$ cat src/core/lcr_pkg.sv
// constants and types for the result processing and range control block
// assumes one 20 MHz clock and an AXI4-Lite register port with byte addresses
package lcr_pkg;
  localparam logic [7:0] ADDR_CTRL = 8'h00;
  localparam logic [7:0] ADDR_MEAN = 8'h04;
  localparam logic [7:0] ADDR_NOM = 8'h08;
  localparam logic [7:0] ADDR_TRIG = 8'h0C;
  localparam logic [7:0] ADDR_RES_A = 8'h10;
  localparam logic [7:0] ADDR_RES_B = 8'h14;
  localparam logic [7:0] ADDR_STATUS = 8'h18;
  localparam logic [7:0] ADDR_RANGE = 8'h1C;
  localparam int DISP_LSB = 0;
  localparam int LEVEL_LSB = 2;
  localparam int SPEED_LSB = 4;
  localparam int FIXED_BIT = 6;
  localparam int SINGLE_BIT = 7;
  localparam int HF_BIT = 8;
  // direct display, 1 V, slow, self-ranging, repeating
  localparam logic [8:0] CTRL_RST = 9'h020;
  localparam logic [6:0] MEAN_RST = 7'h01;
  localparam logic [6:0] MEAN_MAX = 7'h63;
  localparam logic [2:0] RANGE_RST = 3'h0;
  localparam logic [2:0] RANGE_LAST = 3'h4;
  localparam logic [2:0] RANGE_HF_MIN = 3'h1;
  // boundary i lies between range i and range i+1, in ohms
  localparam logic [31:0] UP_OHM [4] = '{32'h0000A410, 32'h00001068, 32'h000001A4, 32'h0000002A};
  localparam logic [31:0] DOWN_OHM [4] = '{32'h00009C40, 32'h00000FA0, 32'h00000190, 32'h00000028};
  localparam logic [6:0] DIGITS_TO5 = 7'h3B;
  localparam logic [6:0] DIGITS_TO4 = 7'h3E;
  // percent times 100 gives hundredths of a percent
  localparam logic [15:0] PCT_SCALE = 16'h2710;
  localparam int DIV_W = 48;
  localparam logic [5:0] DIV_STEPS = 6'h2F;
  localparam logic [1:0] RESP_OKAY = 2'h0;
  localparam logic [1:0] RESP_SLVERR = 2'h2;
  typedef enum logic [1:0] {DISP_DIR, DISP_ABS, DISP_PCT, DISP_VI} disp_t;
  typedef enum logic [1:0] {LEVEL_1V0, LEVEL_0V3, LEVEL_0V1} level_t;
  typedef enum logic [1:0] {SPEED_FAST, SPEED_MED, SPEED_SLOW} speed_t;
  typedef enum logic [2:0] {ST_IDLE, ST_START, ST_WAIT, ST_MEAN, ST_DEV, ST_PCT, ST_OUT} state_t;
endpackage : lcr_pkg

$ cat src/core/div_if.sv
// request and answer signals between the result engine and its divider
// assumes both ends run on the same clock
`timescale 1ns/1ps
`default_nettype none
interface div_if;
  logic start;
  logic signed [47:0] num;
  logic signed [31:0] den;
  logic done;
  logic signed [47:0] quo;
  modport client (output start, output num, output den, input done, input quo);
  modport unit (input start, input num, input den, output done, output quo);
endinterface : div_if
`default_nettype wire

$ cat src/core/lcr_divider.sv
// signed restoring divider, quotient truncated toward zero
// assumes start is a one-cycle pulse given while idle; a zero divisor is kept out by the caller
`timescale 1ns/1ps
`default_nettype none
module lcr_divider (
  input wire logic aclk,
  input wire logic aresetn,
  div_if.unit port
);
  import lcr_pkg::*;
  typedef struct packed {
    logic busy;
    logic done;
    logic neg;
    logic [5:0] cnt;
    logic [32:0] rem;
    logic [47:0] q;
    logic [31:0] d;
  } div_t;
  div_t q, d;

  always_comb
  begin
    logic [32:0] sh;
    logic [47:0] qq;
    sh = '0;
    qq = '0;
    d = q;
    d.done = 1'b0;
    if (!q.busy && port.start)
    begin
      d.busy = 1'b1;
      d.neg = port.num[47] ^ port.den[31];
      d.q = port.num[47] ? 48'(-port.num) : port.num;
      d.d = port.den[31] ? 32'(-port.den) : port.den;
      d.rem = '0;
      d.cnt = DIV_STEPS;
    end
    else if (q.busy)
    begin
      sh = {q.rem[31:0], q.q[47]};
      qq = {q.q[46:0], 1'b0};
      if (sh >= {1'b0, q.d})
      begin
        sh = sh - {1'b0, q.d};
        qq[0] = 1'b1;
      end
      d.rem = sh;
      d.q = qq;
      d.cnt = q.cnt - 6'h01;
      if (q.cnt == 6'h00)
      begin
        d.busy = 1'b0;
        d.done = 1'b1;
        d.q = q.neg ? 48'(-qq) : qq;
      end
    end
  end

  always_ff @(posedge aclk)
  begin
    if (!aresetn)
      q <= '0;
    else
      q <= d;
  end

  assign port.done = q.done;
  assign port.quo = q.q;
endmodule : lcr_divider
`default_nettype wire

$ cat src/core/lcr_result_processing_autorange.sv
// result processing, averaging, display digits and range control of an impedance meter
// assumes the analog front end answers each meas_start with one meas_done pulse
//
// Behaviour
// RQ1 - absolute deviation shows mean minus nominal, signed, in plain value units
// RQ2 - software stores the nominal before choosing a deviation display
// RQ3 - percent deviation is (mean minus nominal)/nominal in hundredths of percent
// RQ4 - monitor display: display A carries volts, display B carries microamps
// RQ5 - four to five digits below 59, five to four above 62, else keep
// RQ6 - test level selectable 1V, 0.3V, 0.1V; 1V after reset
// RQ7 - speed selectable fast, medium, slow for the front end
// RQ8 - mean count 1 to 99, 1 after reset
// RQ9 - repeating mode outputs one mean after every N measurements
// RQ10 - one-shot trigger yields N outputs, k-th is mean of first k
// RQ11 - five impedance ranges 0 to 4, highest impedance first
// RQ12 - self-ranging checks each measurement and remeasures after a range change
// RQ13 - each boundary has an upward threshold above its downward threshold
// RQ14 - above 10 kHz range 0 is never used
// RQ15 - fixed range skips range evaluation entirely
// RQ16 - leaving self-ranging keeps the last chosen range
// RQ17 - zero nominal flags percent deviation invalid without dividing
// RQ18 - four displays: plain, absolute deviation, percent deviation, monitor
// RQ19 - one-shot measures only on trigger; repeating restarts at once
`timescale 1ns/1ps
`default_nettype none
module lcr_result_processing_autorange (
  input wire logic aclk,
  input wire logic aresetn,
  input wire logic [7:0] awaddr,
  input wire logic awvalid,
  output logic awready,
  input wire logic [31:0] wdata,
  input wire logic [3:0] wstrb,
  input wire logic wvalid,
  output logic wready,
  output logic [1:0] bresp,
  output logic bvalid,
  input wire logic bready,
  input wire logic [7:0] araddr,
  input wire logic arvalid,
  output logic arready,
  output logic [31:0] rdata,
  output logic [1:0] rresp,
  output logic rvalid,
  input wire logic rready,
  output logic meas_start,
  output logic [2:0] meas_range,
  output var lcr_pkg::level_t level_sel,
  output var lcr_pkg::speed_t speed_sel,
  input wire logic meas_done,
  input wire logic signed [31:0] meas_value,
  input wire logic [31:0] meas_ohm,
  input wire logic signed [31:0] meas_volt,
  input wire logic signed [31:0] meas_curr_ua,
  output logic result_valid,
  output logic signed [31:0] disp_a,
  output logic signed [31:0] disp_b,
  output logic five_digits,
  output logic pct_invalid
);
  import lcr_pkg::*;

  typedef struct packed {
    state_t st;
    logic [8:0] ctrl;
    logic [6:0] mean_n;
    logic signed [31:0] nom;
    logic [2:0] range;
    logic trig;
    logic [6:0] n_run;
    logic [6:0] cnt;
    logic signed [39:0] sum;
    logic signed [31:0] mean;
    logic signed [31:0] volt;
    logic signed [31:0] curr;
    logic signed [31:0] a;
    logic signed [31:0] b;
    logic five;
    logic inval;
    logic res_v;
    logic div_go;
    logic aw_got;
    logic [7:0] aw_addr;
    logic w_got;
    logic [31:0] wdata;
    logic [3:0] wstrb;
    logic bvalid;
    logic [1:0] bresp;
    logic rvalid;
    logic [31:0] rdata;
    logic [1:0] rresp;
  } regs_t;

  localparam regs_t RST = '{st: ST_IDLE, ctrl: CTRL_RST, mean_n: MEAN_RST, range: RANGE_RST,
                            five: 1'b1, default: '0};

  regs_t q, d;
  div_if dv ();

  lcr_divider u_div (
    .aclk(aclk),
    .aresetn(aresetn),
    .port(dv.unit)
  );

  function automatic logic [31:0] merge(input logic [31:0] old, input logic [31:0] nw,
                                        input logic [3:0] be);
    logic [31:0] r;
    r = old;
    for (int i = 0; i < 4; i++)
    begin
      if (be[i])
        r[8*i +: 8] = nw[8*i +: 8];
    end
    return r;
  endfunction : merge

  // leading-two-digit bands per decade of the displayed magnitude
  logic [31:0] mag;
  logic [8:0] lo;
  logic [8:0] hi;
  assign mag = q.a[31] ? 32'(-q.a) : q.a;
  for (genvar k = 0; k < 9; k++)
  begin : g_dec
    localparam longint P = longint'(10) ** k;
    logic inr;
    assign inr = (64'(mag) >= 10 * P) && (64'(mag) < 100 * P);
    assign lo[k] = inr && (64'(mag) < 64'(DIGITS_TO5) * P); // see RQ5
    assign hi[k] = inr && (64'(mag) >= (64'(DIGITS_TO4) + 1) * P); // see RQ5
  end

  // range check against the hysteresis pair on either side of the current range
  logic [2:0] rmin;
  logic go_up;
  logic go_dn;
  assign rmin = q.ctrl[HF_BIT] ? RANGE_HF_MIN : RANGE_RST; // see RQ14
  assign go_up = (q.range > rmin) && (meas_ohm > UP_OHM[2'(q.range - 3'h1)]); // see RQ13
  assign go_dn = (q.range < RANGE_LAST) && (meas_ohm < DOWN_OHM[q.range[1:0]]); // see RQ13

  logic signed [32:0] diff;
  logic signed [47:0] pct_num;
  assign diff = 33'(q.mean) - 33'(q.nom); // see RQ1
  assign pct_num = 48'(diff) * 48'(PCT_SCALE); // see RQ3

  assign dv.start = q.div_go;
  assign dv.num = (q.st == ST_PCT) ? pct_num : 48'(q.sum);
  assign dv.den = (q.st == ST_PCT) ? q.nom : 32'(q.cnt);

  always_comb
  begin
    logic [31:0] w;
    logic [31:0] rd;
    logic ok;
    w = '0;
    rd = '0;
    ok = 1'b0;
    d = q;
    d.res_v = 1'b0;
    d.div_go = 1'b0;
    case (q.st)
      ST_IDLE:
      begin
        if (!q.ctrl[SINGLE_BIT] || q.trig) // see RQ19
        begin
          d.trig = 1'b0;
          d.n_run = q.mean_n;
          d.cnt = '0;
          d.sum = '0;
          d.st = ST_START;
        end
      end
      ST_START:
        d.st = ST_WAIT;
      ST_WAIT:
      begin
        if (meas_done)
        begin
          // a measurement taken in the wrong range is thrown away, not averaged
          if (!q.ctrl[FIXED_BIT] && (go_up || go_dn)) // see RQ12, see RQ15
          begin
            d.range = go_up ? q.range - 3'h1 : q.range + 3'h1; // see RQ11
            d.st = ST_START;
          end
          else
          begin
            d.sum = q.sum + 40'(meas_value);
            d.cnt = q.cnt + 7'h01;
            d.volt = meas_volt;
            d.curr = meas_curr_ua;
            if (q.ctrl[SINGLE_BIT] || (d.cnt >= q.n_run)) // see RQ9, see RQ10
            begin
              d.div_go = 1'b1;
              d.st = ST_MEAN;
            end
            else
              d.st = ST_START; // see RQ19
          end
        end
      end
      ST_MEAN:
      begin
        if (dv.done)
        begin
          d.mean = dv.quo[31:0];
          d.st = ST_DEV;
        end
      end
      ST_DEV:
      begin
        d.inval = 1'b0;
        d.b = '0;
        d.st = ST_OUT;
        case (disp_t'(q.ctrl[DISP_LSB +: 2])) // see RQ18
          DISP_ABS:
            d.a = diff[31:0]; // see RQ1
          DISP_PCT:
          begin
            if (q.nom == '0) // see RQ17
            begin
              d.inval = 1'b1;
              d.a = '0;
            end
            else
            begin
              d.div_go = 1'b1;
              d.st = ST_PCT; // see RQ3
            end
          end
          DISP_VI:
          begin
            d.a = q.volt; // see RQ4
            d.b = q.curr;
          end
          default:
            d.a = q.mean;
        endcase
      end
      ST_PCT:
      begin
        if (dv.done)
        begin
          d.a = dv.quo[31:0];
          d.st = ST_OUT;
        end
      end
      ST_OUT:
      begin
        d.res_v = 1'b1;
        if (q.five && (|hi)) // see RQ5
          d.five = 1'b0;
        else if (!q.five && (|lo))
          d.five = 1'b1;
        if (!q.ctrl[SINGLE_BIT])
        begin
          d.cnt = '0;
          d.sum = '0;
          d.n_run = q.mean_n;
          d.st = ST_START; // see RQ19
        end
        else if (q.cnt >= q.n_run) // see RQ10
          d.st = ST_IDLE;
        else
          d.st = ST_START;
      end
      default:
        d.st = ST_IDLE;
    endcase

    // register writes land after the sequencer so a trigger write wins over its clear
    if (q.aw_got && q.w_got && !q.bvalid)
    begin
      ok = 1'b1;
      d.bvalid = 1'b1;
      d.aw_got = 1'b0;
      d.w_got = 1'b0;
      case ({q.aw_addr[7:2], 2'b00})
        ADDR_CTRL:
        begin
          w = merge(32'(q.ctrl), q.wdata, q.wstrb);
          if (w[LEVEL_LSB +: 2] == 2'h3) // see RQ6
            w[LEVEL_LSB +: 2] = q.ctrl[LEVEL_LSB +: 2];
          if (w[SPEED_LSB +: 2] == 2'h3) // see RQ7
            w[SPEED_LSB +: 2] = q.ctrl[SPEED_LSB +: 2];
          d.ctrl = w[8:0]; // see RQ16
        end
        ADDR_MEAN:
        begin
          w = merge(32'(q.mean_n), q.wdata, q.wstrb);
          if (w == '0) // see RQ8
            d.mean_n = MEAN_RST;
          else if (w > 32'(MEAN_MAX))
            d.mean_n = MEAN_MAX;
          else
            d.mean_n = w[6:0];
        end
        ADDR_NOM:
          d.nom = merge(q.nom, q.wdata, q.wstrb); // see RQ2
        ADDR_TRIG:
        begin
          if (q.wstrb[0] && q.wdata[0])
            d.trig = 1'b1;
        end
        ADDR_RANGE:
        begin
          if (q.wstrb[0])
            d.range = (q.wdata[2:0] > RANGE_LAST) ? RANGE_LAST : q.wdata[2:0];
        end
        ADDR_RES_A, ADDR_RES_B, ADDR_STATUS:
          ok = 1'b1;
        default:
          ok = 1'b0;
      endcase
      d.bresp = ok ? RESP_OKAY : RESP_SLVERR;
    end
    if (q.bvalid && bready)
      d.bvalid = 1'b0;
    if (!q.aw_got && !q.bvalid && awvalid)
    begin
      d.aw_got = 1'b1;
      d.aw_addr = awaddr;
    end
    if (!q.w_got && !q.bvalid && wvalid)
    begin
      d.w_got = 1'b1;
      d.wdata = wdata;
      d.wstrb = wstrb;
    end

    if (q.rvalid && rready)
      d.rvalid = 1'b0;
    if (!q.rvalid && arvalid)
    begin
      ok = 1'b1;
      case ({araddr[7:2], 2'b00})
        ADDR_CTRL:
          rd = 32'(q.ctrl);
        ADDR_MEAN:
          rd = 32'(q.mean_n);
        ADDR_NOM:
          rd = q.nom;
        ADDR_TRIG:
          rd = '0;
        ADDR_RES_A:
          rd = q.a;
        ADDR_RES_B:
          rd = q.b;
        ADDR_STATUS:
          rd = {26'h0000000, q.st != ST_IDLE, q.inval, q.five, q.range};
        ADDR_RANGE:
          rd = 32'(q.range);
        default:
          ok = 1'b0;
      endcase
      d.rvalid = 1'b1;
      d.rdata = rd;
      d.rresp = ok ? RESP_OKAY : RESP_SLVERR;
    end

    if (d.ctrl[HF_BIT] && (d.range == RANGE_RST)) // see RQ14
      d.range = RANGE_HF_MIN;
  end

  always_ff @(posedge aclk)
  begin
    if (!aresetn)
      q <= RST;
    else
      q <= d;
  end

  assign awready = !q.aw_got && !q.bvalid;
  assign wready = !q.w_got && !q.bvalid;
  assign bvalid = q.bvalid;
  assign bresp = q.bresp;
  assign arready = !q.rvalid;
  assign rvalid = q.rvalid;
  assign rdata = q.rdata;
  assign rresp = q.rresp;
  assign meas_start = (q.st == ST_START);
  assign meas_range = q.range;
  assign level_sel = level_t'(q.ctrl[LEVEL_LSB +: 2]);
  assign speed_sel = speed_t'(q.ctrl[SPEED_LSB +: 2]);
  assign result_valid = q.res_v;
  assign disp_a = q.a;
  assign disp_b = q.b;
  assign five_digits = q.five;
  assign pct_invalid = q.inval;
endmodule : lcr_result_processing_autorange
`default_nettype wire

$ cat config.mk
export PLATFORM = sky130hd
export DESIGN_NAME = lcr_result_processing_autorange
export DESIGN_NICKNAME = d
export VERILOG_FILES = /design/src/core/lcr_pkg.sv /design/src/core/div_if.sv /design/src/core/lcr_divider.sv /design/src/core/lcr_result_processing_autorange.sv
export SDC_FILE = /design/constraint.sdc
export NUM_CORES = 2
export LEC_CHECK = 0
export ABC_AREA = 1
export BUFFER_PORTS_ARGS = -buffer_cell sky130_fd_sc_hd__buf_2
export CELL_PAD_IN_SITES_DETAIL_PLACEMENT = 1
export CELL_PAD_IN_SITES_GLOBAL_PLACEMENT = 2
export CORE_MARGIN = 2
export CORE_UTILIZATION = 37
export CTS_BUF_LIST = sky130_fd_sc_hd__clkbuf_8
export DETAILED_ROUTE_END_ITERATION = 10
export GPL_TIMING_DRIVEN = 0
export PLACE_DENSITY = 0.94
export SYNTH_ARGS = -nofsm -noshare
export SYNTH_HDL_FRONTEND = slang
export SYNTH_SLANG_ARGS = --single-unit
$ cat constraint.sdc
create_clock -name aclk -period 11.2 [get_ports aclk]
set_clock_uncertainty 0.1 [all_clocks]
set_input_delay 1.12 -clock aclk [delete_from_list [all_inputs] [get_ports aclk]]
set_output_delay 1.12 -clock aclk [all_outputs]
set_load 0.01 [all_outputs]
# Word level (Yosys, flattened, before mapping)
# Cells that the tools add are included.
# classes
reduce_logical	91
multipliers	1
n_lt_le_gt_ge	44
muxes	107
bitwise	8
n_eq_ne	33
addsub	11
# ops
cell	count
32-bit two-way mux	11
32-bit case mux with 7 select lines	1
48-bit two-way mux	4
87-bit two-way mux	2
8-bit two-way mux	19
47-bit case mux with 3 select lines	1
32-bit binary-select mux with 2-bit select	2
48-bit negation	2
32-bit case mux with 3 select lines	1
47-bit two-way mux	2
32-bit by 10-bit >= comparator with 1-bit output, second input constant	2
32-bit by 20-bit >= comparator with 1-bit output, second input constant	2
32-bit by 30-bit >= comparator with 1-bit output, second input constant	2
32-bit zero test	2
32-bit by 10-bit less-than comparator with 1-bit output, second input constant	2
32-bit by 20-bit less-than comparator with 1-bit output, second input constant	2
32-bit by 30-bit less-than comparator with 1-bit output, second input constant	2
32-bit negation	2
32-bit case mux with 2 select lines	1
55-bit two-way mux	1
54-bit two-way mux	1
52-bit two-way mux	1
6-bit by 3-bit equality test with 1-bit output, second input constant	8
48-bit by 10-bit multiplier with 44-bit output, second input constant	1
other kinds (76)	221
# word_totals
elab_cells	338
regBits	479

# Depth between registers and ports, before layout
# depth
depth_word	18
mapped_depth	48
mapped_depth_nobuf	48

# Cells and area by module
# Synthesis repeated with hierarchy kept, for this count alone.
# unflattened
hier_cells	6289
hier_area_um2	40846.7
# modules_own_cells
module	seq_area_each_um2	area_per_inst_um2	cells_per_inst	instances
lcr_result_processing_autorange	7066.8	29697.2	4467	1
lcr_divider	2422.3	11149.4	1822	1

# Least setup slack after synthesis
# Ideal clock, no wire load.
# synth_path
path_type	reg2reg
start	reg q[216] in the netlist's numbering
end	reg u_div.q, in the netlist u_div.port.quo[6]
arrival_time_ps	6719
n_path_buf	1
setup_ps	128
stages_incl_launch_ff	41
setup_slack_ps	4253
required_time_ps	10972
cell_sequence	dfxtp_1 -> inv_1 -> ha_1 -> fa_1 -> inv_1 -> nand3_1 -> nand3_1 -> nand2_1 -> nand2_1 -> a21boi_1 -> o21bai_1 -> a21oi_1 -> o21bai_1 -> nand2_1 -> nand2_1 -> nand2_1 -> nand2_1 -> inv_1 -> [5 not listed] -> fa_1 -> inv_1 -> ha_1 -> a21o_1 -> a21oi_1 -> nand2_1 -> a21oi_1 -> nand2_1 -> a21oi_1 -> inv_1 -> nand3_1 -> nand2_1 -> a21boi_4 -> buf_2 -> nand2_1 -> xor2_1 -> a21oi_1 -> nor2_1
# synth_via
elab_chain_len	6
# synth_rtl
item	line_no	source
from (decl)	lcr_result_processing_autorange.sv:97	regs_t q, d;
from (signal assigned)	lcr_result_processing_autorange.sv:366	q <= RST;
from (signal assigned)	lcr_result_processing_autorange.sv:368	q <= d;
32-bit by 32-bit subtractor with 33-bit output *	lcr_result_processing_autorange.sv:142	assign diff = 33'(q.mean) - 33'(q.nom);
48-bit by 10-bit multiplier with 44-bit output *	lcr_result_processing_autorange.sv:143	assign pct_num = 48'(diff) * 48'(PCT_SCALE);
48-bit two-way mux *	lcr_result_processing_autorange.sv:146	assign dv.num = (q.st == ST_PCT) ? pct_num : 48'(q.sum);
48-bit negation	lcr_divider.sv:34	d.q = port.num[47] ? 48'(-port.num) : port.num;
48-bit two-way mux *	lcr_divider.sv:34	
87-bit two-way mux *	lcr_divider.sv:30	if (!q.busy && port.start)
to (signal assigned)	lcr_divider.sv:63	q <= '0;
to (signal assigned)	lcr_divider.sv:65	q <= d;
to (decl)	lcr_divider.sv:20	div_t q, d;
# Every way passes the cells marked *; elsewhere a longest branch is shown, timed or not.
# A chain may end at the register's enable or synchronous reset.

# Final worst setup path
# layout_path
start	reg q[306] in the netlist's numbering
end	reg u_div.q, in the netlist u_div.port.quo[9]
# The elaborated chain is that of the path after synthesis.

==> results.toml <==
[sta]
fmaxAchievable_mhz = 102.5
fin_crit_ns = 9.756
grt_setup_unrepaired = "false"
fin_crit_sh_pct = 87.11
slew_viol_final = 0
slew_headroom_pct = 1.535
setup_tns_ns = 0
tightest_slew_ns = 1.477
hold_viol = 0
setup_viol = 0

[floorplanning]
ioPinCount = 304
die-area_sq_mm = 0.1114
die_w_um = 333.8
core_sq_mm = 0.1075
die_h_um = 333.8
rows = 120
start_util_pct = 37.43

[clock_network]
clockRootBuffer = "clkbuf_8"
cts.sink_count = 474
clock_latency_ns = 0.76
clkTransAtPathRegs_ns = 0.06
cts_inserted_buffers = 88
cts_buffer_depth = 3
cts_tree = "yes"
htree_levels = 3
cts_resized = 0
cts_post_setup_buffers_inserted = 0
cts_hold_buffers = 0

[power]
ir_worst_vdd_v = 0.00008943
p_per_area_mw_per_mm2 = 142.6
leakage_uw = 0.02219

[final_layout]
seq_area_sq_mm = 0.009489
drive_above_1_share_pct = 10.22
fin_util_pct = 42.17
multiInputGateArea_sq_mm = 0.02568
syn_to_final_growth_pct = 12.66
num-fill-cells = 14640
fin_nets = 7270

[synth]
synthFlopType = "dfxtp_1"
synth_simple_gate_area_share_pct = 28.65
synth_top_family_by_area = "simple AND/OR/NAND/NOR gates"
synth_mux_area_share_pct = 0
synthCells = 6330
yosysWarnings = 0
synth_fa_ha_area_share_pct = 12.94
synth_compound_area_share_pct = 20.15
ys_async_sr_fraction_pct = 0
synth-seq-cells = 474
syn_area_sq_mm = 0.04024
yosys-top-cells-area = "dfxtp_1 (24%), nand2_1 (13%), ha_1 (8.6%)"
synth_xor_area_share_pct = 2.046
synthDistinctLibCells = 69
yosysTopAreaCell = "dfxtp_1"
netlist.area_leader.share_pct = 23.58
synth_area_per_cell_sq_um = 6.356
synth_edf_count = 0
ys_seq_area_share_pct = 23.58

[drt]
wl_per_cell_um = 23.50
vias = 45530
drt-total-wl_mm = 192.4
drtAntennaViolNets = 0
drtIter0Drc = 3697
viasPerCell = 5.561
drcViolationCount = 0
drt_first_pass_iters = 6

[worst_setup_path]
critPathMaxStageDelay_ns = 0.54
critPathRequiredTime_ns = 11.68
cpMostUsedCell = "nand2_1"
critical_path_buf_inv_count = 5
worst_path_max_delay_cell = "fa_1"
path_delay_family = "adder cells"
crit_path_start_kind = "register"
crit_arrival_ns = 10.23
crit_path_end_kind = "register"
crit_type = "reg -> reg"
crit_path_max_fanout = 10

[run_status]
status = "finished, final reports clean"

[global_route]
grt_pass1_vias = 45380
grt_max_degree = 17
grt_pass1_wl_mm = 284.3
grt_antenna_before_repair = 21
grtUsageTotal_pct = 33.54
gr-total-overflow = 0

[placed_design]
hpwl_mm = 161.5
io_buffers = 296
gp_congestion = 1.010

[hold_path]
hp-class = "reg -> reg"

[run]
cap_violations = 0
[worst min-delay path, cell delays in order, from the launching register on]
cell and delay, ns:
dfxtp_1 0.30, inv_1 0.06, a21oi_1 0.05
[cell type report]
cell class,instances,area share [%]
diodes,5,0.02760
inverters,902,7.475
well taps,1403,3.873
flip-flops and latches,474,20.93
clock buffers,115,3.492
multi-input cells,4629,56.65
plain buffers,327,3.726
repair buffers,296,3.268
clock inverters,36,0.5603
[cell usage after synthesis (all sizes together) (44+ instances only)]
master	n
a211oi	44
a21oi	648
a31oi	45
buf	148
clkbuf	179
dfxtp	474
fa	87
ha	277
inv	896
nand2	1419
nand3	357
nand4	64
nor2	673
nor3	79
o21ai	478
o22ai	68
or2	47
xor2	59
[placed cells by master, fill, tap and decap left out, types with 9 or more instances in the layout]
master / count
nand2_1: 1396
inv_1: 899
nor2_1: 649
a21oi_1: 646
dfxtp_1: 474
o21ai_0: 449
nand3_1: 346
buf_2: 310
ha_1: 277
clkbuf_1: 178
clkbuf_8: 115
buf_4: 111
fa_1: 87
nor3_1: 77
o22ai_1: 68
nand4_1: 62
xor2_1: 59
a31oi_1: 45
a211oi_1: 44
or2_2: 42
nor4_1: 37
xnor2_1: 35
o211ai_1: 34
nand3b_1: 25
a21o_1: 25
o21ai_1: 22
nand2_2: 21
o21bai_1: 20
a221oi_1: 20
buf_1: 20
o21a_1: 15
inv_2: 13
nor2_2: 11
nor2_4: 11
clkinv_2: 10
o2111ai_1: 9
[stage by stage]
stage	instances	hold WS (ns)	setup WS [ns]	total power, uW	cell area [sq um]
after global placement	8031	0.3403	1.730	4580	43480
after detailed placement	8031	0.3463	1.594	4635	43480
after CTS	8182	0.3555	1.524	6418	45320
after global routing	8184	0.3838	1.027	6815	45320
final	8187	0.3571	1.444	6463	45330
after floorplan	6332	0.3235	4.253	3721	40240
[registers in the layout, summed over array words and instances (netlist names)]
name and flops:
bresp 1, bvalid 1, disp_a 32, disp_b 32
dv.start 1, five_digits 1, level_sel 2, meas_range 3
pct_invalid 1, q 242, rdata 32, result_valid 1
rresp 1, rvalid 1, speed_sel 2, u_div.port.done 1
u_div.port.quo 48, u_div.q 72
[final timing paths]
kind | depth (start not counted) | endpoint | startpoint | slack, ns
worst min register to register | 2 | q[186] | q[186] | 0.36
worst min-delay path | 2 | q[186] | q[186] | 0.36
worst max-delay path | 38 | u_div.port.quo[9] | q[306] | 1.44
worst max register to register | 38 | u_div.port.quo[9] | q[306] | 1.44
[logic make-up (layout without fill, tap and decap cells)]
| family | after synthesis | count (layout) |
|---|---|---|
| AOI/OAI and AO/OA | 1457 | 1457 |
| xor gates and xnor gates | 94 | 94 |
| adders and majority gates | 364 | 364 |
| buffers and inverters | 1229 | 1676 |
| DFF | 474 | 474 |
| other | 1 | 8 |
| and+or+nand+nor | 2711 | 2711 |
[routing by layer]
metal	share of wire, %	track usage [%]	vias up
li1	-	-	21470
met2	45	54.13	1595
met5	0.064	0	-
met4	5.9	17.46	20
met1	43	43.11	22010
met3	6.7	5.358	429
[where the power goes]
part           internal, uW  switching (uW)  total [uW]
registers              1820             146        1960
clock network           967             825        1790
logic                   821            1890        2710
total                  3600            2860        6460
No activity file was read; power rests on OpenSTA's default activity.
